`src/adcc_pkg.sv`:
```
// Purpose: Shared constants and types for the converter control block
// Assumes: 32-bit classic Wishbone, word-per-register, byte address = 4 * index
// Notes: Registers are eight bits wide in the low lane; upper bits read zero
//
// How it works
// - Low byte: result bits 1..0 at 7..6
// - Mode bit: 0 single, 1 scan
// - Start bit 0 halts all conversion
// - Single: one conversion, then start self-clears
// - Scan: cycle channels until start written 0
// - Enable 0 blocks end interrupt request
// - High byte holds result bits 9..2
// - End flag sets on single/scan completion
// - End flag clears: reset, standby, read-write0, transfer
// - Software writes only 0 to end flag
package adcc_pkg;

   // Register indices; byte address is four times the index
   localparam logic [15:0] IDX_RESULT_HIGH_A = 16'hfee0;
   localparam logic [15:0] IDX_RESULT_LOW_A = 16'hfee1;
   localparam logic [15:0] IDX_RESULT_HIGH_B = 16'hfee2;
   localparam logic [15:0] IDX_RESULT_LOW_B = 16'hfee3;
   localparam logic [15:0] IDX_RESULT_HIGH_C = 16'hfee4;
   localparam logic [15:0] IDX_RESULT_LOW_C = 16'hfee5;
   localparam logic [15:0] IDX_RESULT_HIGH_D = 16'hfee6;
   localparam logic [15:0] IDX_RESULT_LOW_D = 16'hfee7;
   localparam logic [15:0] IDX_CONTROL_STATUS = 16'hfee8;
   localparam logic [15:0] IDX_IRQ_STATUS = 16'hfee9;
   localparam logic [15:0] IDX_IRQ_MASK = 16'hfeea;

   // Bus widths
   localparam int ADR_W = 18;
   localparam int DAT_W = 32;
   localparam int RES_W = 10;

   // Control/status field positions
   localparam int F_END_FLAG = 7;
   localparam int F_END_IRQ_EN = 6;
   localparam int F_START = 5;
   localparam int F_SCAN = 4;
   localparam int F_CLK_SEL = 3;
   localparam int F_CH_MSB = 2;

   // Interrupt status bits
   localparam int IRQ_END = 0;
   localparam int IRQ_RESULT = 1;
   localparam int IRQ_W = 2;

   // Reset values
   localparam logic [7:0] RST_CONTROL_STATUS = 8'h00;
   localparam logic [7:0] RST_BYTE = 8'h00;
   localparam logic [IRQ_W-1:0] RST_IRQ = 2'h0;

   // Sequencer states
   typedef enum logic [1:0] {SEQ_IDLE, SEQ_ISSUE, SEQ_WAIT} adcc_seq_e;

   // Request to the converter core
   typedef struct packed {
      logic start;
      logic [2:0] channel;
      logic clockSelect;
   } adcc_req_s;

   // Answer from the converter core
   typedef struct packed {
      logic done;
      logic [RES_W-1:0] result;
   } adcc_rsp_s;

endpackage : adcc_pkg

```
`src/adcc_result_mem.sv`:
```
// Purpose: Four result words of ten bits, one write port, registered read
// Assumes: Same clock as the controller
// Notes: Read data appear one edge after the address is presented
`timescale 1ns/10ps
`default_nettype none
module adcc_result_mem
(
   // Clock and reset
   input wire logic clk_sys,
   input wire logic nrst,
   // Write port
   input wire logic wrEn,
   input wire logic [1:0] wrAddr,
   input wire logic [adcc_pkg::RES_W-1:0] wrData,
   // Read port
   input wire logic [1:0] rdAddr,
   output logic [adcc_pkg::RES_W-1:0] rdData
);
   import adcc_pkg::*;

   logic [RES_W-1:0] mem_q [4]; // Result words A..D

   // Store results, cleared by reset
   always_ff @(posedge clk_sys)
   begin
      for (int i = 0; i < 4; i++)
      begin
         if (!nrst)
            mem_q[i] <= '0;
         else if (wrEn && wrAddr == 2'(i))
            mem_q[i] <= wrData;
      end
   end

   // Registered read
   always_ff @(posedge clk_sys)
   begin
      if (!nrst)
         rdData <= '0;
      else
         rdData <= mem_q[rdAddr];
   end
endmodule : adcc_result_mem
`default_nettype wire

```
`src/adcc_ctrl.sv`:
```
// Purpose: Converter control, result and status registers with bus slave
// Assumes: Converter core runs on clk_sys; its answer is one-cycle done pulse
// Notes: Bus answers two edges after the request; writes land at the ack edge
//
// Added by the designer: the Wishbone interface to the registers.
`timescale 1ns/10ps
`default_nettype none
module adcc_ctrl
(
   // Clock and reset
   input wire logic clk_sys,
   input wire logic nrst,
   // Wishbone slave
   input wire logic wb_cyc_i,
   input wire logic wb_stb_i,
   input wire logic wb_we_i,
   input wire logic [adcc_pkg::ADR_W-1:0] wb_adr_i,
   input wire logic [3:0] wb_sel_i,
   input wire logic [adcc_pkg::DAT_W-1:0] wb_dat_i,
   output logic [adcc_pkg::DAT_W-1:0] wb_dat_o,
   output logic wb_ack_o,
   // Converter core
   output adcc_pkg::adcc_req_s convReq,
   input wire adcc_pkg::adcc_rsp_s convRsp,
   // System events
   input wire logic standbyEnter,
   input wire logic transferServe,
   // Interrupts
   output logic conversionEndInterrupt,
   output logic irq
);
   import adcc_pkg::*;

   // Decode a word index to a result slot
   function automatic logic [1:0] slotOf(input logic [15:0] idx);
      slotOf = idx[2:1];
   endfunction : slotOf

   // True for any of the eight result byte indices
   function automatic logic isResult(input logic [15:0] idx);
      isResult = (idx >= IDX_RESULT_HIGH_A) && (idx <= IDX_RESULT_LOW_D);
   endfunction : isResult

   // Bus state
   logic pend_q; // Request seen, read data being fetched
   logic [15:0] idx; // Word index of the request
   logic busWrite; // Write taking effect this edge
   logic busRead; // Read answered this edge
   logic laneLow; // Low byte lane enabled

   // Control/status fields
   logic endFlag_q; // Conversion end flag
   logic endIrqEn_q; // End interrupt enable
   logic start_q; // Conversion start bit
   logic scan_q; // Scan mode select
   logic clkSel_q; // Conversion clock select
   logic [2:0] chSel_q; // Channel select code
   logic flagSeen_q; // End flag read as one since last clear
   logic [7:0] csrValue; // Assembled control/status byte

   // Interrupt status and mask
   logic [IRQ_W-1:0] irqStatus_q; // Sticky event bits
   logic [IRQ_W-1:0] irqMask_q; // Enable mask

   // Sequencer
   adcc_seq_e seq_q; // Sequencer state
   logic [2:0] curCh_q; // Channel being converted
   logic [2:0] baseCh; // First channel of the scan group
   logic [2:0] lastCh; // Last channel of the scan group
   logic resultWr; // Accepted result this cycle
   logic passEnd; // Completion that sets the end flag
   logic hwStartClr; // Hardware clears start bit

   // Result memory port
   logic [RES_W-1:0] memRd; // Registered read of the addressed slot

   // Current request decode
   assign idx = wb_adr_i[ADR_W-1:2];
   assign laneLow = wb_sel_i[0];
   assign busWrite = wb_cyc_i && wb_stb_i && wb_we_i && pend_q && !wb_ack_o;
   assign busRead = wb_cyc_i && wb_stb_i && !wb_we_i && pend_q && !wb_ack_o;

   // Scan group bounds
   assign baseCh = {chSel_q[F_CH_MSB], 2'b00};
   assign lastCh = chSel_q;

   // A result lands only while the sequencer waits and start is still set
   assign resultWr = (seq_q == SEQ_WAIT) && convRsp.done && start_q;

   // Single completes each time, scan at the end of the group
   assign passEnd = resultWr && (!scan_q || curCh_q == lastCh);

   // Single mode drops start after its one conversion
   assign hwStartClr = resultWr && !scan_q;

   // Byte of control/status as software sees it
   assign csrValue = {endFlag_q, endIrqEn_q, start_q, scan_q, clkSel_q, chSel_q};

   // Result words, read port follows the bus slot
   adcc_result_mem u_mem
   (
      .clk_sys(clk_sys),
      .nrst(nrst),
      .wrEn(resultWr),
      .wrAddr(curCh_q[1:0]),
      .wrData(convRsp.result),
      .rdAddr(slotOf(idx)),
      .rdData(memRd)
   );

   // Request handshake: one fetch cycle, then ack for one cycle
   always_ff @(posedge clk_sys)
   begin
      if (!nrst)
      begin
         pend_q <= 1'b0;
         wb_ack_o <= 1'b0;
      end
      else if (wb_ack_o)
      begin
         // Drop ack the cycle after giving it
         pend_q <= 1'b0;
         wb_ack_o <= 1'b0;
      end
      else if (wb_cyc_i && wb_stb_i && !pend_q)
         pend_q <= 1'b1;
      else if (pend_q)
         wb_ack_o <= 1'b1;
   end

   // Read data, loaded at the ack edge
   always_ff @(posedge clk_sys)
   begin
      if (!nrst)
         wb_dat_o <= '0;
      else if (busRead)
      begin
         wb_dat_o <= '0;
         if (isResult(idx))
         begin
            if (idx[0])
               wb_dat_o[7:6] <= memRd[1:0];
            else
               wb_dat_o[7:0] <= memRd[RES_W-1:2];
         end
         else if (idx == IDX_CONTROL_STATUS)
            wb_dat_o[7:0] <= csrValue;
         else if (idx == IDX_IRQ_STATUS)
            wb_dat_o[IRQ_W-1:0] <= irqStatus_q;
         else if (idx == IDX_IRQ_MASK)
            wb_dat_o[IRQ_W-1:0] <= irqMask_q;
      end
      else if (!wb_cyc_i)
         wb_dat_o <= '0;
   end

   // Plain control fields
   always_ff @(posedge clk_sys)
   begin
      if (!nrst)
      begin
         endIrqEn_q <= RST_CONTROL_STATUS[F_END_IRQ_EN];
         scan_q <= RST_CONTROL_STATUS[F_SCAN];
         clkSel_q <= RST_CONTROL_STATUS[F_CLK_SEL];
         chSel_q <= RST_CONTROL_STATUS[2:0];
      end
      else if (busWrite && laneLow && idx == IDX_CONTROL_STATUS)
      begin
         endIrqEn_q <= wb_dat_i[F_END_IRQ_EN];
         scan_q <= wb_dat_i[F_SCAN];
         clkSel_q <= wb_dat_i[F_CLK_SEL];
         chSel_q <= wb_dat_i[2:0];
      end
   end

   // Start bit: software sets or clears, hardware clears after single
   always_ff @(posedge clk_sys)
   begin
      if (!nrst)
         start_q <= RST_CONTROL_STATUS[F_START];
      else if (busWrite && laneLow && idx == IDX_CONTROL_STATUS)
         start_q <= wb_dat_i[F_START];
      else if (hwStartClr)
         start_q <= 1'b0;
   end

   // Remember that software has seen the end flag set
   always_ff @(posedge clk_sys)
   begin
      if (!nrst)
         flagSeen_q <= 1'b0;
      else if (!endFlag_q)
         flagSeen_q <= 1'b0;
      else if (busRead && idx == IDX_CONTROL_STATUS)
         flagSeen_q <= 1'b1;
   end

   // End flag: set wins over standby, transfer and software clears; reset wins over set
   always_ff @(posedge clk_sys)
   begin
      if (!nrst)
         endFlag_q <= RST_CONTROL_STATUS[F_END_FLAG];
      else if (passEnd)
         endFlag_q <= 1'b1;
      else if (standbyEnter || transferServe)
         endFlag_q <= 1'b0;
      else if (busWrite && laneLow && idx == IDX_CONTROL_STATUS)
      begin
         // Only a zero after a read of one clears; a one changes nothing
         if (!wb_dat_i[F_END_FLAG] && flagSeen_q)
            endFlag_q <= 1'b0;
      end
   end

   // Sequencer: issue a conversion, wait for the core, step the channel
   always_ff @(posedge clk_sys)
   begin
      if (!nrst)
      begin
         seq_q <= SEQ_IDLE;
         curCh_q <= '0;
      end
      else if (!start_q)
         seq_q <= SEQ_IDLE;
      else
      begin
         unique case (seq_q)
            SEQ_IDLE:
            begin
               // Single takes the code, scan starts at the group base
               curCh_q <= scan_q ? baseCh : chSel_q;
               seq_q <= SEQ_ISSUE;
            end
            SEQ_ISSUE:
               seq_q <= SEQ_WAIT;
            SEQ_WAIT:
            begin
               if (convRsp.done)
               begin
                  if (!scan_q)
                     seq_q <= SEQ_IDLE;
                  else
                  begin
                     // Wrap around the group for the next pass
                     curCh_q <= (curCh_q == lastCh) ? baseCh : curCh_q + 3'h1;
                     seq_q <= SEQ_ISSUE;
                  end
               end
            end
         endcase
      end
   end

   // Request to the core, one-cycle start pulse from a flip-flop
   always_ff @(posedge clk_sys)
   begin
      if (!nrst)
         convReq <= '0;
      else
      begin
         convReq.start <= start_q && seq_q == SEQ_ISSUE;
         convReq.channel <= curCh_q;
         convReq.clockSelect <= clkSel_q;
      end
   end

   // Interrupt mask
   always_ff @(posedge clk_sys)
   begin
      if (!nrst)
         irqMask_q <= RST_IRQ;
      else if (busWrite && laneLow && idx == IDX_IRQ_MASK)
         irqMask_q <= wb_dat_i[IRQ_W-1:0];
   end

   // Sticky events, cleared by a read; a new event wins
   always_ff @(posedge clk_sys)
   begin
      if (!nrst)
         irqStatus_q <= RST_IRQ;
      else
      begin
         for (int i = 0; i < IRQ_W; i++)
         begin
            if ((i == IRQ_END && passEnd) || (i == IRQ_RESULT && resultWr))
               irqStatus_q[i] <= 1'b1;
            else if (busRead && idx == IDX_IRQ_STATUS)
               irqStatus_q[i] <= 1'b0;
         end
      end
   end

   // Interrupt outputs from flip-flops
   always_ff @(posedge clk_sys)
   begin
      if (!nrst)
      begin
         conversionEndInterrupt <= 1'b0;
         irq <= 1'b0;
      end
      else
      begin
         conversionEndInterrupt <= endFlag_q && endIrqEn_q;
         irq <= |(irqStatus_q & irqMask_q);
      end
   end
endmodule : adcc_ctrl
`default_nettype wire

```
`config.mk`:
```
export PLATFORM = sky130hd
export DESIGN_NAME = adcc_ctrl
export DESIGN_NICKNAME = d
export VERILOG_FILES = /design/src/adcc_pkg.sv /design/src/adcc_result_mem.sv /design/src/adcc_ctrl.sv
export SDC_FILE = /design/constraint.sdc
export NUM_CORES = 1
export LEC_CHECK = 0
export ABC_AREA = 1
export ABC_CLOCK_PERIOD_IN_PS = 5000
export BUFFER_PORTS_ARGS = -buffer_cell sky130_fd_sc_hd__buf_4
export CAP_MARGIN = 25
export CORE_ASPECT_RATIO = 0.75
export CORE_MARGIN = 4
export CORE_UTILIZATION = 50
export CTS_CLUSTER_DIAMETER = 40
export DETAILED_ROUTE_END_ITERATION = 10
export PLACE_DENSITY = 0.77
export SYNTH_ARGS = -nofsm -noshare
export SYNTH_HDL_FRONTEND = slang
export SYNTH_SLANG_ARGS = --single-unit
export TNS_END_PERCENT = 50
```
`constraint.sdc`:
```
create_clock -name clk_sys -period 5 [get_ports clk_sys]
set_clock_uncertainty 0.2 [all_clocks]
set_input_delay 1 -clock clk_sys [delete_from_list [all_inputs] [get_ports clk_sys]]
set_output_delay 1 -clock clk_sys [all_outputs]
set_load 0.1 [all_outputs]
```
==> metrics.log, run 1 <==
INFO  metric initial_utilization = 52.4%
INFO  metric timing_hold_violations_final = 0
INFO  metric placedInstanceArea = 4330 sq um
INFO  metric timing.hold.worst.class = flop to flop
INFO  metric report.power.total = 1.41 mW
INFO  metric worstPathArrival = 2.59 ns
INFO  metric crit_path_end_kind = flop
INFO  metric synth.yosys.seq_area_share = 53.5%
INFO  metric leakagePower = 1.93 nW
INFO  metric pwr-share-seq = 53.7%
INFO  metric number_of_vias_per_cell = 4.94
INFO  metric synth_largest_type_area_fraction = 30.6%
INFO  metric final_cell_mix = sky130_fd_sc_hd__nor2_1, sky130_fd_sc_hd__nand2_1, sky130_fd_sc_hd__buf_4
INFO  metric post-route-drc-count = 0
INFO  metric ys_seq_elements = 85
INFO  metric grt_overflow_total = 0
INFO  metric fin_worst_hold_slack = 0.262 ns
INFO  metric final_cell_area = 4530 sq um
INFO  metric cts-htree-levels = 3
INFO  metric netSwitchingPower = 0.386 mW
INFO  metric post_drt_wl_per_cell = 13.5 um
INFO  metric final_max_slew_viol_count = 0
INFO  metric worstReg2RegStart = seq_q[0]
INFO  metric clock-root-buffer = sky130_fd_sc_hd__clkbuf_8
INFO  metric finalNetCount = 601
INFO  metric regToRegEndpoint = u_mem.mem_q[0][2]
INFO  metric finalSetupViolations = 0
INFO  metric worst_ep_required = 5.00 ns
INFO  metric yosys_warnings = 0
INFO  metric p_clk_share = 34.1%
INFO  metric finalCoreUtilization = 60.4%
INFO  metric synthesis.area_per_instance = 8.34 sq um
INFO  metric layout-drive-gt1-share = 15.8%
INFO  metric grt_start_max_net_pins = 30
INFO  metric top_level_ports = 112
INFO  metric vias = 3,120
INFO  metric cts-resized-gates = 0
INFO  metric critical_path_class = input port to flop
INFO  metric fp.coreArea = 7500 sq um
INFO  metric multi_input_area = 1470 sq um
INFO  metric synthDominantAreaCellType = sky130_fd_sc_hd__edfxtp_1
INFO  metric core.rowCount = 27
INFO  metric clk_pin_slew_worst_paths = 0.08 ns
INFO  metric cp-endpoint = endFlag_q
INFO  metric grt_setup_unrepaired = false
INFO  metric dp_hpwl = 6120 um
INFO  metric num_antenna_cells = 0
INFO  metric filler_cell_count = 658
INFO  metric ctsLongestPathBuffers = 2
INFO  metric clk-insertion-delay-late = 0.36 ns
INFO  metric p_comb_share = 12.2%
INFO  metric post-route-min-period = 2.58 ns
INFO  metric max-slew-margin-rel = 36.8%
INFO  metric die_area = 9350 sq um
INFO  metric floorplan.die.height = 84.8 um
INFO  metric worstSetupStartpoint = wb_adr_i[3]
INFO  metric worstMarginPinSlew = 0.947 ns
INFO  metric power.share.switching = 27.5%
INFO  metric maxCapViolations = 0
INFO  metric total_wire_length_after_detailed_routing = 8500 um
INFO  metric gpl.final_weighted_congestion = 0.845
INFO  metric timing.final.crit_share = 51.7%
INFO  metric cp-start-kind = input port
INFO  metric ff2ff_setup_slack = 3.09 ns
INFO  metric dieWidth = 110 um
INFO  metric number_of_buffers_added_by_the_clock_tree_synthesis_step = 9
INFO  metric post-cts-setup-buffers = 0
INFO  metric final-seq-area = 2100 sq um
INFO  metric ys_top_cells_by_area = sky130_fd_sc_hd__edfxtp_1, sky130_fd_sc_hd__dfxtp_1, sky130_fd_sc_hd__nor2_1, sky130_fd_sc_hd__nand2_1, sky130_fd_sc_hd__a21oi_1
INFO  metric grt_antenna_before_repair = 0
INFO  metric antenna_left = 0
INFO  metric worstPathMaxFanout = 23
INFO  metric power_report.internal_total = 1.02 mW
INFO  metric irDropWorstVdd = 0.000172 V
INFO  metric power.density_cell_area = 311 nW/um^2
INFO  metric grt.total_usage = 18.6%
INFO  metric setup_tns = 0 ns
INFO  metric buffer_ports.inserted = 58
INFO  metric syn-cell-area = 3930 sq um
INFO  metric grt_first_pass_wirelength = 13,500 um
INFO  metric cts_hold_repair.buffers = 0
INFO  metric cell_variety_after_synth = 27
INFO  metric drt-initial-drc-count = 215
INFO  metric layout-area-overhead-vs-synth = 15.2%
INFO  metric layout.cells.most_common = sky130_fd_sc_hd__nor2_1
INFO  metric tritoncts = built
INFO  metric detail_route.first_pass.iterations = 4
INFO  metric numClockSinks = 85
INFO  metric worstRegToRegCells = 7
INFO  metric syn_inst = 471
INFO  metric first_global_vias = 2,871
INFO  metric fmax_achieved = 387 MHz
INFO  metric status = complete, no violations
[flip-flops by register name, summed over array words and instances (netlist names)]
| signal | flops |
|---|---|
| u_mem.mem_q | 40 |
| u_mem.rdData | 10 |
| wb_dat_o | 8 |
| convReq | 5 |
| chSel_q | 3 |
| curCh_q | 3 |
| irqMask_q | 2 |
| irqStatus_q | 2 |
| seq_q | 2 |
| clkSel_q | 1 |
| conversionEndInterrupt | 1 |
| endFlag_q | 1 |
| endIrqEn_q | 1 |
| flagSeen_q | 1 |
| irq | 1 |
| pend_q | 1 |
| scan_q | 1 |
| start_q | 1 |
| wb_ack_o | 1 |
[critical path, stage by stage]
cell	delay [ns]
sky130_fd_sc_hd__buf_4	0.19
sky130_fd_sc_hd__inv_2	0.30
sky130_fd_sc_hd__nand2_4	0.08
sky130_fd_sc_hd__nor2_4	0.12
sky130_fd_sc_hd__inv_2	0.05
sky130_fd_sc_hd__nor3_4	0.35
sky130_fd_sc_hd__nand2_4	0.18
sky130_fd_sc_hd__o21ai_0	0.21
sky130_fd_sc_hd__a21oi_1	0.08
[worst min-delay path by stage]
stage                     depth (start not counted)     start  slack [ns]    endpoint
after global routing                              1  wb_ack_o        0.29      pend_q
after CTS                                         2  clkSel_q        0.26  convReq[0]
after detailed placement                          2  clkSel_q        0.25  convReq[0]
after floorplan                                   2  clkSel_q        0.22  convReq[0]
final                                             2  clkSel_q        0.26  convReq[0]
after global placement                            1  wb_ack_o        0.24      pend_q
[synth_stat cells]
cell type,number
sky130_fd_sc_hd__a211oi_2,1
sky130_fd_sc_hd__a21oi_1,37
sky130_fd_sc_hd__a31oi_1,2
sky130_fd_sc_hd__buf_1,1
sky130_fd_sc_hd__buf_4,24
sky130_fd_sc_hd__buf_6,2
sky130_fd_sc_hd__clkbuf_1,12
sky130_fd_sc_hd__clkinv_8,1
sky130_fd_sc_hd__conb_1,1
sky130_fd_sc_hd__dfxtp_1,45
sky130_fd_sc_hd__edfxtp_1,40
sky130_fd_sc_hd__ha_1,4
sky130_fd_sc_hd__inv_1,44
sky130_fd_sc_hd__inv_2,4
sky130_fd_sc_hd__mux2i_1,2
sky130_fd_sc_hd__nand2_1,77
sky130_fd_sc_hd__nand2_4,2
sky130_fd_sc_hd__nand3_1,18
sky130_fd_sc_hd__nand3b_1,1
sky130_fd_sc_hd__nand4_1,6
sky130_fd_sc_hd__nor2_1,96
sky130_fd_sc_hd__nor2_4,1
sky130_fd_sc_hd__nor3_1,7
sky130_fd_sc_hd__nor3_4,1
sky130_fd_sc_hd__o21ai_0,36
sky130_fd_sc_hd__o21ai_1,2
sky130_fd_sc_hd__xnor2_1,4
[cells by family (layout without fill, tap and decap cells)]
group,Yosys count,in the layout,synth area share (%)
compound gates,78,78,10.2
mux,2,2,0.510
buf+inv,88,124,11.4
xor+xnor,4,4,0.892
fa+ha+maj,4,4,1.27
simple gates,209,209,22.1
flops,85,85,53.5
other cells,1,24,0.0954
[power by group through the flow]
stage / logic [mW] / registers (mW) / clock network [mW]
after detailed placement: 0.171 / 0.772 / 0
after global routing: 0.183 / 0.758 / 0.523
after floorplan: 0.143 / 0.772 / 0
after CTS: 0.171 / 0.756 / 0.489
after global placement: 0.169 / 0.771 / 0
final: 0.171 / 0.756 / 0.480
[layer usage]
| layer | vias to the layer above | global-route usage, % | share of wire [%] | wire [um] |
|---|---|---|---|---|
| met2 | 108 | 30.1 | 48 | 4050 |
| met4 | 0 | 4.92 | 0.56 | 48 |
| met5 | - | 0 | 0 | 0 |
| met3 | 4 | 5.15 | 8.4 | 714 |
| met1 | 1417 | 24.6 | 43 | 3690 |
| li1 | 1591 | - | - | - |
[metrics by stage]
stage	setup WS (ns)	cells
2_1_floorplan	2.64	494
3_3_place_gp	2.01	614
3_5_place_dp	2.05	615
4_1_cts	2.43	631
5_1_grt	2.29	631
6_report	2.42	631
[layout make-up]
cell class | instances | area share, %
Clock inverter | 6 | 1.52
Timing Repair Buffer | 59 | 9.73
Clock buffer | 10 | 2.82
Inverter | 49 | 4.34
Tap cell | 101 | 2.79
Sequential cell | 85 | 46.4
Multi-Input combinational cell | 321 | 32.4
(Power assumes the default switching activity.)
==> inputs of run 2 (changes only) <==
- ABC_AREA: 1 -> 0
- ABC_CLOCK_PERIOD_IN_PS: 5000 -> 2260
- CORE_UTILIZATION: 50 -> 47
- PLACE_DENSITY: 0.77 -> 0.76
- clock period: 5 -> 2.26 ns (I/O delays scaled with it)
==> run 2 against run 1 <==
Core utilization shrank 2.0 points. Clock power increased by 100%. Routed wire length is 5.7% higher. Sequential power grew 120%. Clock-buffer cell count shrank 1. Die area up 5.1%. Total power up 120%. Via count down 7.7%. Register-to-register slack got worse by 2.9 ns. Critical path depth is 5 lower. Final area increased by 3.0%.
==> metrics.log, run 2 <==
INFO  metric ctsLongestPathBuffers = 2 (unchanged)
INFO  metric dp_hpwl = 6470 um (+5.8%)
INFO  metric worstRegToRegCells = 4 (-3)
INFO  metric die_area = 9830 sq um (+5.1%)
INFO  metric grt_start_max_net_pins = 44 (+47%)
INFO  metric crit_path_end_kind = flop
INFO  metric layoutNonFillerInstCount = 528 (-16%)
INFO  metric asyncSetResetFlopFracSynth = 0% (unchanged)
INFO  metric post-cts-setup-buffers = 0 (unchanged)
INFO  metric timing.hold.worst.class = input port to flop
INFO  metric synthesis.area_per_instance = 11.3 sq um (+36%)
INFO  metric numClockSinks = 85 (unchanged)
INFO  metric buffer_ports.inserted = 58 (unchanged)
INFO  metric filler_cell_count = 690 (+4.9%)
INFO  metric largest_register = u_mem.mem_q
INFO  metric grt_setup_unrepaired = false
INFO  metric num_antenna_cells = 0 (unchanged)
INFO  metric finalSetupViolations = 0 (unchanged)
INFO  metric synth.cells.most_frequent = sky130_fd_sc_hd__dfxtp_1, sky130_fd_sc_hd__and3_1, sky130_fd_sc_hd__edfxtp_1, sky130_fd_sc_hd__buf_4, sky130_fd_sc_hd__o21ai_0
INFO  metric tritoncts = built
INFO  metric count_of_flip_flops_with_a_built_in_enable_after_synthesis = 40 (unchanged)
INFO  metric first_global_vias = 2,813 (-2.0%)
INFO  metric ys.flop_type = sky130_fd_sc_hd__dfxtp_1
INFO  metric cp-start-kind = flop
INFO  metric synth.most_common_cell = sky130_fd_sc_hd__dfxtp_1
INFO  metric met2WireLength = 4310 um (+6.4%)
INFO  metric largestRegisters = u_mem.mem_q (40), u_mem.rdData (10), wb_dat_o (8)
INFO  metric floorplan.die.height = 86.9 um (+2.5%)
INFO  metric report.power.total = 3.04 mW (+120%)
INFO  metric post_drt_wl_per_cell = 17.0 um (+26%)
INFO  metric finalCoreUtilization = 58.3% (-2.0 points)
INFO  metric fp.coreArea = 7990 sq um (+6.5%)
INFO  metric layout.cells.most_common = sky130_fd_sc_hd__buf_4
INFO  metric max-slew-margin-rel = 63.1% (+26 points)
INFO  metric grt.total_usage = 18.9% (+0.26 points)
INFO  metric yosys_warnings = 0 (unchanged)
INFO  metric layout-area-overhead-vs-synth = 19.6%
INFO  metric cp_slowest_cell = sky130_fd_sc_hd__or4_1
INFO  metric grt_overflow_total = 0 (unchanged)
INFO  metric finalNetCount = 494 (-18%)
INFO  metric leakagePower = 1.97 nW (+1.6%)
INFO  metric grt_first_pass_wirelength = 14,400 um (+7.0%)
INFO  metric maxCapViolations = 0 (unchanged)
INFO  metric number_of_vias_per_cell = 5.45 (+10%)
INFO  metric grt_antenna_before_repair = 0 (unchanged)
INFO  metric synthDominantAreaCellType = sky130_fd_sc_hd__edfxtp_1
INFO  metric syn-cell-area = 3900 sq um (-0.80%)
INFO  metric worstPathArrival = 2.15 ns (-0.44 ns)
INFO  metric clk_pin_slew_worst_paths = 0.09 ns (about the same)
INFO  metric worstPathMaxFanout = 5 (-78%)
INFO  metric irDropWorstVdd = 0.000347 V (+100%)
INFO  metric syn_inst = 344 (-27%)
INFO  metric timing.final.crit_share = 92.5%
INFO  metric cell_variety_after_synth = 51 (+89%)
INFO  metric cts-htree-levels = 3 (unchanged)
INFO  metric final_max_slew_viol_count = 0 (unchanged)
INFO  metric critical_path_class = flop to flop
INFO  metric timing_hold_violations_final = 0 (unchanged)
INFO  metric vias = 2,880 (-7.7%)
INFO  metric cts_hold_repair.buffers = 0 (unchanged)
INFO  metric worstMarginPinSlew = 0.553 ns (-0.395 ns)
INFO  metric dieWidth = 113 um (+2.5%)
INFO  metric status = complete, no violations
INFO  metric clk-insertion-delay-late = 0.36 ns (about the same)
INFO  metric critPathMaxStageDelay = 0.55 ns (+0.20 ns)
INFO  metric post-route-drc-count = 0 (unchanged)
INFO  metric route.layer.met1.wl = 3780 um (+2.6%)
INFO  metric number_of_buffers_added_by_the_clock_tree_synthesis_step = 9 (unchanged)
INFO  metric worst_ep_required = 2.32 ns (-2.68 ns)
INFO  metric top_layer_used = met4
INFO  metric synth.yosys.seq_area_share = 53.9% (+0.43 points)
INFO  metric clock-root-buffer = sky130_fd_sc_hd__clkbuf_8
INFO  metric power.density_cell_area = 652 nW/um^2 (+110%)
INFO  metric cts-resized-gates = 0 (unchanged)
INFO  metric antenna_left = 0 (unchanged)
INFO  metric ys_top_cells_by_area = sky130_fd_sc_hd__edfxtp_1, sky130_fd_sc_hd__dfxtp_1, sky130_fd_sc_hd__and3_1, sky130_fd_sc_hd__mux4_2, sky130_fd_sc_hd__buf_4
INFO  metric critical_path_cell_by_cell = nand3b_4 > or4_1 > or4b_1 > a22o_1
INFO  metric fmax_achieved = 478 MHz
INFO  metric final_cell_area = 4660 sq um (+3.0%)
INFO  metric holdPathStages = 3 (+1)
INFO  metric total_wire_length_after_detailed_routing = 8990 um (+5.7%)
INFO  metric drt-initial-drc-count = 193 (-10%)
INFO  metric layout-drive-gt1-share = 28.4% (+13 points)
INFO  metric met3WireLength = 816 um (+14%)
INFO  metric gpl.final_weighted_congestion = 0.912 (+8.0%)
INFO  metric core.rowCount = 28 (+3.7%)
INFO  metric synth_largest_type_area_fraction = 30.8% (+0.25 points)
INFO  metric largest_register_ffs = 40 (unchanged)
INFO  metric post-route-min-period = 2.09 ns
INFO  metric initial_utilization = 48.8% (-3.6 points)
INFO  metric top_level_ports = 112 (unchanged)
INFO  metric numPlacedInstances = 512 (-17%)
INFO  metric ys_seq_elements = 85 (unchanged)
INFO  metric final_cell_mix = sky130_fd_sc_hd__buf_4, sky130_fd_sc_hd__dfxtp_1, sky130_fd_sc_hd__and3_1
INFO  metric placedInstanceArea = 4490 sq um (+3.7%)
INFO  metric setup_tns = 0 ns (unchanged)
INFO  metric detail_route.first_pass.iterations = 4 (unchanged)
-- run 2: changes by cell type in the layout (fill, tap and decap cells not counted), sizes merged, moves of 21 or more --
cell	previous run	this run
o21ai	38	17
nand2	79	15
nor2	97	12
inv	51	11
a21oi	37	15
and3	0	42
buf	59	83
-- run 2: per-stage QoR --
stage	setup slack, ns	hold slack (ns)
3_5_place_dp	-0.0357	0.239
4_1_cts	0.172	0.139
6_report	0.170	0.159
5_1_grt	0.122	0.140
3_3_place_gp	-0.0284	0.228
2_1_floorplan	0.0315	0.228
-- run 2: layout make-up --
| type | instances | area, sq um | area share, % |
|---|---|---|---|
| clock buffers | 9 | 124 | 2.66 |
| flip-flops and latches | 85 | 2110 | 45.2 |
| inverters | 8 | 30.0 | 0.644 |
| well taps | 105 | 131 | 2.82 |
| clock inverters | 7 | 47.5 | 1.02 |
| repair buffers | 83 | 636 | 13.6 |
| multi-input cells | 231 | 1590 | 34.0 |
-- run 2: per-layer routing --
| layer | vias up | GRT usage (%) |
|---|---|---|
| met5 | - | 0 |
| met4 | 0 | 4.80 |
| met3 | 8 | 5.90 |
| met2 | 125 | 30.5 |
| met1 | 1367 | 25.0 |
| li1 | 1380 | - |
-- run 2: worst paths after layout --
path	end	slack (ns)	from
hold / removal	scan_q	0.16	wb_dat_i[4]
hold reg to reg	wb_ack_o	0.25	wb_ack_o
setup / recovery	endFlag_q	0.17	wb_ack_o
setup reg to reg	endFlag_q	0.17	wb_ack_o
-- run 2: cells by family after synthesis --
logic type,synth area share (%)
adders and majority gates,1.28
muxes,6.87
and+or+nand+nor,21.0
buffers and inverters,7.70
other,0.0962
AOI/OAI and AO/OA,8.44
DFF,53.9
xor gates and xnor gates,0.674
-- run 2: report_power, final --
part           leakage (nW)  switching, mW  total (mW)  internal, mW
registers             0.746         0.0178        1.68          1.66
clock network        0.0907          0.563       0.967         0.404
logic                  1.13          0.282       0.395         0.113
total                  1.97          0.863        3.04          2.17
-- run 2: critical path: cells and delay by family, from the launching register on --
| kind | cells | cell delay [ns] |
|---|---|---|
| flops | 1 | 0.36 |
| compound gates | 1 | 0.21 |
| simple gates | 3 | 1.22 |
==> inputs of run 3 (changes only) <==
- ABC_AREA: 0 -> 1
- CTS_CLUSTER_SIZE: not set -> 28
- SLEW_MARGIN: not set -> 0
==> run 3 against run 2 <==
Total power rose by 1.6%. Final area fell by 1.7%. Largest power group unchanged. Routed wire length fell by 4.5%. Sequential cell count did not move.
==> metrics.log, run 3 (synthesis gave the netlist of run 1 again) <==
INFO  metric dieWidth = 114 um (+0.37%)
INFO  metric final_max_slew_viol_count = 0 (unchanged)
INFO  metric buffer_ports.inserted = 58 (unchanged)
INFO  metric critical_path_cell_by_cell = inv_1 > nand2_1 > inv_1 > nand3_1 > inv_2 > nand2_1 > nand2_1
INFO  metric p_clk_share = 33.3% (+1.5 points)
INFO  metric p_comb_share = 12.6% (-0.4 points)
INFO  metric clk_pin_slew_worst_paths = 0.09 ns (about the same)
INFO  metric worstPathArrival = 1.69 ns (-0.46 ns)
INFO  metric post-route-min-period = 1.89 ns (-0.196 ns)
INFO  metric timing.final.crit_share = 83.8% (-8.7 points)
INFO  metric filler_cell_count = 734 (+6.4%)
INFO  metric layoutNonFillerInstCount = 642 (+22%)
INFO  metric crit_path_end_kind = flop
INFO  metric post-cts-setup-buffers = 0 (unchanged)
INFO  metric max-slew-margin-rel = 56.2% (-6.8 points)
INFO  metric critPathMaxStageDelay = 0.38 ns (-0.17 ns)
INFO  metric die_area = 9900 sq um (+0.74%)
INFO  metric finalCoreUtilization = 57.1% (-1.2 points)
INFO  metric antenna_left = 0 (unchanged)
INFO  metric timing.hold.worst.class = input port to flop
INFO  metric worstPathMaxFanout = 10 (+5)
INFO  metric grt.total_usage = 17.8% (-1.0 points)
INFO  metric layout-area-overhead-vs-synth = 16.6%
INFO  metric ctsLongestPathBuffers = 2 (unchanged)
INFO  metric tritoncts = built
INFO  metric path_common_cell = sky130_fd_sc_hd__nand2_1
INFO  metric dp_hpwl = 6230 um (-3.8%)
INFO  metric detail_route.first_pass.iterations = 5 (+1)
INFO  metric ff2ff_setup_slack = 0.37 ns (+0.20 ns)
INFO  metric grt_setup_unrepaired = false
INFO  metric timing_hold_violations_final = 0 (unchanged)
INFO  metric finalSetupViolations = 0 (unchanged)
INFO  metric numPlacedInstances = 626 (+22%)
INFO  metric irDropWorstVdd = 0.000387 V (+11%)
INFO  metric power_report.internal_total = 2.21 mW (+1.8%)
INFO  metric post-route-drc-count = 0 (unchanged)
INFO  metric cts_hold_repair.buffers = 0 (unchanged)
INFO  metric fmax_achieved = 528 MHz (+10%)
INFO  metric final_cell_area = 4580 sq um (-1.7%)
INFO  metric power.density_cell_area = 674 nW/um^2 (+3.4%)
INFO  metric grt_first_pass_wirelength = 13,800 um (-4.2%)
INFO  metric maxCapViolations = 0 (unchanged)
INFO  metric critical_path_class = flop to flop
INFO  metric status = complete, no violations
INFO  metric largest_register = u_mem.mem_q
INFO  metric cp-endpoint = u_mem.mem_q[3][7]
INFO  metric setup_tns = 0 ns (unchanged)
INFO  metric cp_num_buf_inv = 3 (+3)
INFO  metric total_wire_length_after_detailed_routing = 8590 um (-4.5%)
INFO  metric grt_start_max_net_pins = 25 (-43%)
INFO  metric cp-start-kind = flop
INFO  metric drt-initial-drc-count = 204 (+5.7%)
INFO  metric netSwitchingPower = 0.873 mW (+1.1%)
INFO  metric power.share.switching = 28.3% (-0.14 points)
INFO  metric worstReg2RegStart = seq_q[0]
INFO  metric grt_overflow_total = 0 (unchanged)
INFO  metric layout-drive-gt1-share = 16.9% (-11 points)
INFO  metric worstRegToRegCells = 7 (+3)
INFO  metric vias = 3,156 (+9.6%)
INFO  metric number_of_buffers_added_by_the_clock_tree_synthesis_step = 9 (unchanged)
INFO  metric grt_antenna_before_repair = 0 (unchanged)
INFO  metric top_level_ports = 112 (unchanged)
INFO  metric largestRegisters = u_mem.mem_q (40), u_mem.rdData (10), wb_dat_o (8)
INFO  metric number_of_vias_per_cell = 4.92 (-9.9%)
INFO  metric cts-htree-levels = 3 (unchanged)
INFO  metric worstMarginPinSlew = 0.656 ns (+0.103 ns)
INFO  metric critical_path.top_delay_family = simple AND/OR/NAND/NOR gates
INFO  metric numClockSinks = 85 (unchanged)
INFO  metric final-seq-area = 2100 sq um (-0.18%)
INFO  metric fp.coreArea = 8020 sq um (+0.44%)
INFO  metric multi_input_area = 1470 sq um (-7.6%)
INFO  metric largest_register_ffs = 40 (unchanged)
INFO  metric cp_slowest_cell = sky130_fd_sc_hd__nand2_1
INFO  metric placedInstanceArea = 4390 sq um (-2.2%)
INFO  metric pwr-share-seq = 54.1% (-1.1 points)
INFO  metric first_global_vias = 2,951 (+4.9%)
INFO  metric layout.cells.most_common = sky130_fd_sc_hd__nor2_1
INFO  metric core.rowCount = 28 (unchanged)
INFO  metric regToRegEndpoint = u_mem.mem_q[3][7]
INFO  metric post_drt_wl_per_cell = 13.4 um (-21%)
INFO  metric initial_utilization = 49.0% (+0.18 points)
INFO  metric cts-resized-gates = 0 (unchanged)
INFO  metric clock-root-buffer = sky130_fd_sc_hd__clkbuf_8
INFO  metric worstSetupPathDepth = 7 (+3)
INFO  metric finalNetCount = 608 (+23%)
INFO  metric gpl.final_weighted_congestion = 0.866 (-5.1%)
INFO  metric num_antenna_cells = 0 (unchanged)
INFO  metric clk-insertion-delay-late = 0.35 ns (about the same)
INFO  metric worst_ep_required = 2.05 ns (-0.27 ns)
INFO  metric final_cell_mix = sky130_fd_sc_hd__nor2_1, sky130_fd_sc_hd__nand2_1, sky130_fd_sc_hd__buf_4
INFO  metric floorplan.die.height = 87.2 um (+0.36%)
INFO  metric worstSetupStartpoint = seq_q[0]
INFO  metric leakagePower = 1.97 nW (+0.27%)
## run 3: cell count changes in the layout (fill, tap and decap cells not counted), sizes merged, moves of 5 or more
cell | previous run | this run
nand3 | 7 | 18
a21oi | 15 | 37
mux4 | 10 | 0
and3 | 42 | 0
buf | 83 | 66
nand2 | 15 | 79
and2 | 11 | 0
o21ai | 17 | 38
nor2 | 12 | 97
inv | 11 | 52
a22oi | 5 | 0
nand4 | 13 | 6
## run 3: metrics by stage
step / setup WS, ns / power (mW) / hold WS (ns)
2_1_floorplan: 0.280 / 2.02 / 0.220
3_3_place_gp: 0.202 / 2.09 / 0.235
3_5_place_dp: 0.177 / 2.09 / 0.251
4_1_cts: 0.360 / 3.11 / 0.163
5_1_grt: 0.170 / 3.21 / 0.161
6_report: 0.366 / 3.09 / 0.177
## run 3: power groups by stage
stage	clock network (mW)	registers, mW	logic [mW]
floorplan	0	1.71	0.317
global placement	0	1.70	0.381
detailed placement	0	1.71	0.387
CTS	1.05	1.67	0.389
global route	1.12	1.68	0.417
finish	1.03	1.67	0.389
## run 3: worst min path at each step
stage                       endpoint         from  slack [ns]  depth (start not counted)
after floorplan           convReq[0]     clkSel_q        0.22                          2
after global placement        pend_q     wb_ack_o        0.23                          1
after detailed placement      pend_q     wb_ack_o        0.25                          1
after CTS                    start_q  wb_dat_i[5]        0.16                          3
after global routing         start_q  wb_dat_i[5]        0.16                          3
final                        start_q  wb_dat_i[5]        0.18                          3
## run 3: final cells by class
cell class	instances	area share, %
multi-input combinational	321	32.0
clock buffer	10	3.25
sequential	85	45.9
inverter	49	4.29
clock inverter	6	0.928
timing repair buffer	66	10.8
tap	105	2.87
## run 3: metal layers
metal	vias to the layer above	track usage (%)	part of all wire, %
met5	-	0	0
met4	0	4.59	0.97
met2	115	29.2	46
li1	1602	-	-
met3	9	5.56	8.6
met1	1430	23.1	45
## run 3: worst reg2reg max path, stage by stage (launching register included)
cell and delay (ns):
sky130_fd_sc_hd__dfxtp_1 0.32, sky130_fd_sc_hd__inv_1 0.07, sky130_fd_sc_hd__nand2_1 0.09, sky130_fd_sc_hd__inv_1 0.12, sky130_fd_sc_hd__nand3_1 0.14, sky130_fd_sc_hd__inv_2 0.16, sky130_fd_sc_hd__nand2_1 0.07, sky130_fd_sc_hd__nand2_1 0.38
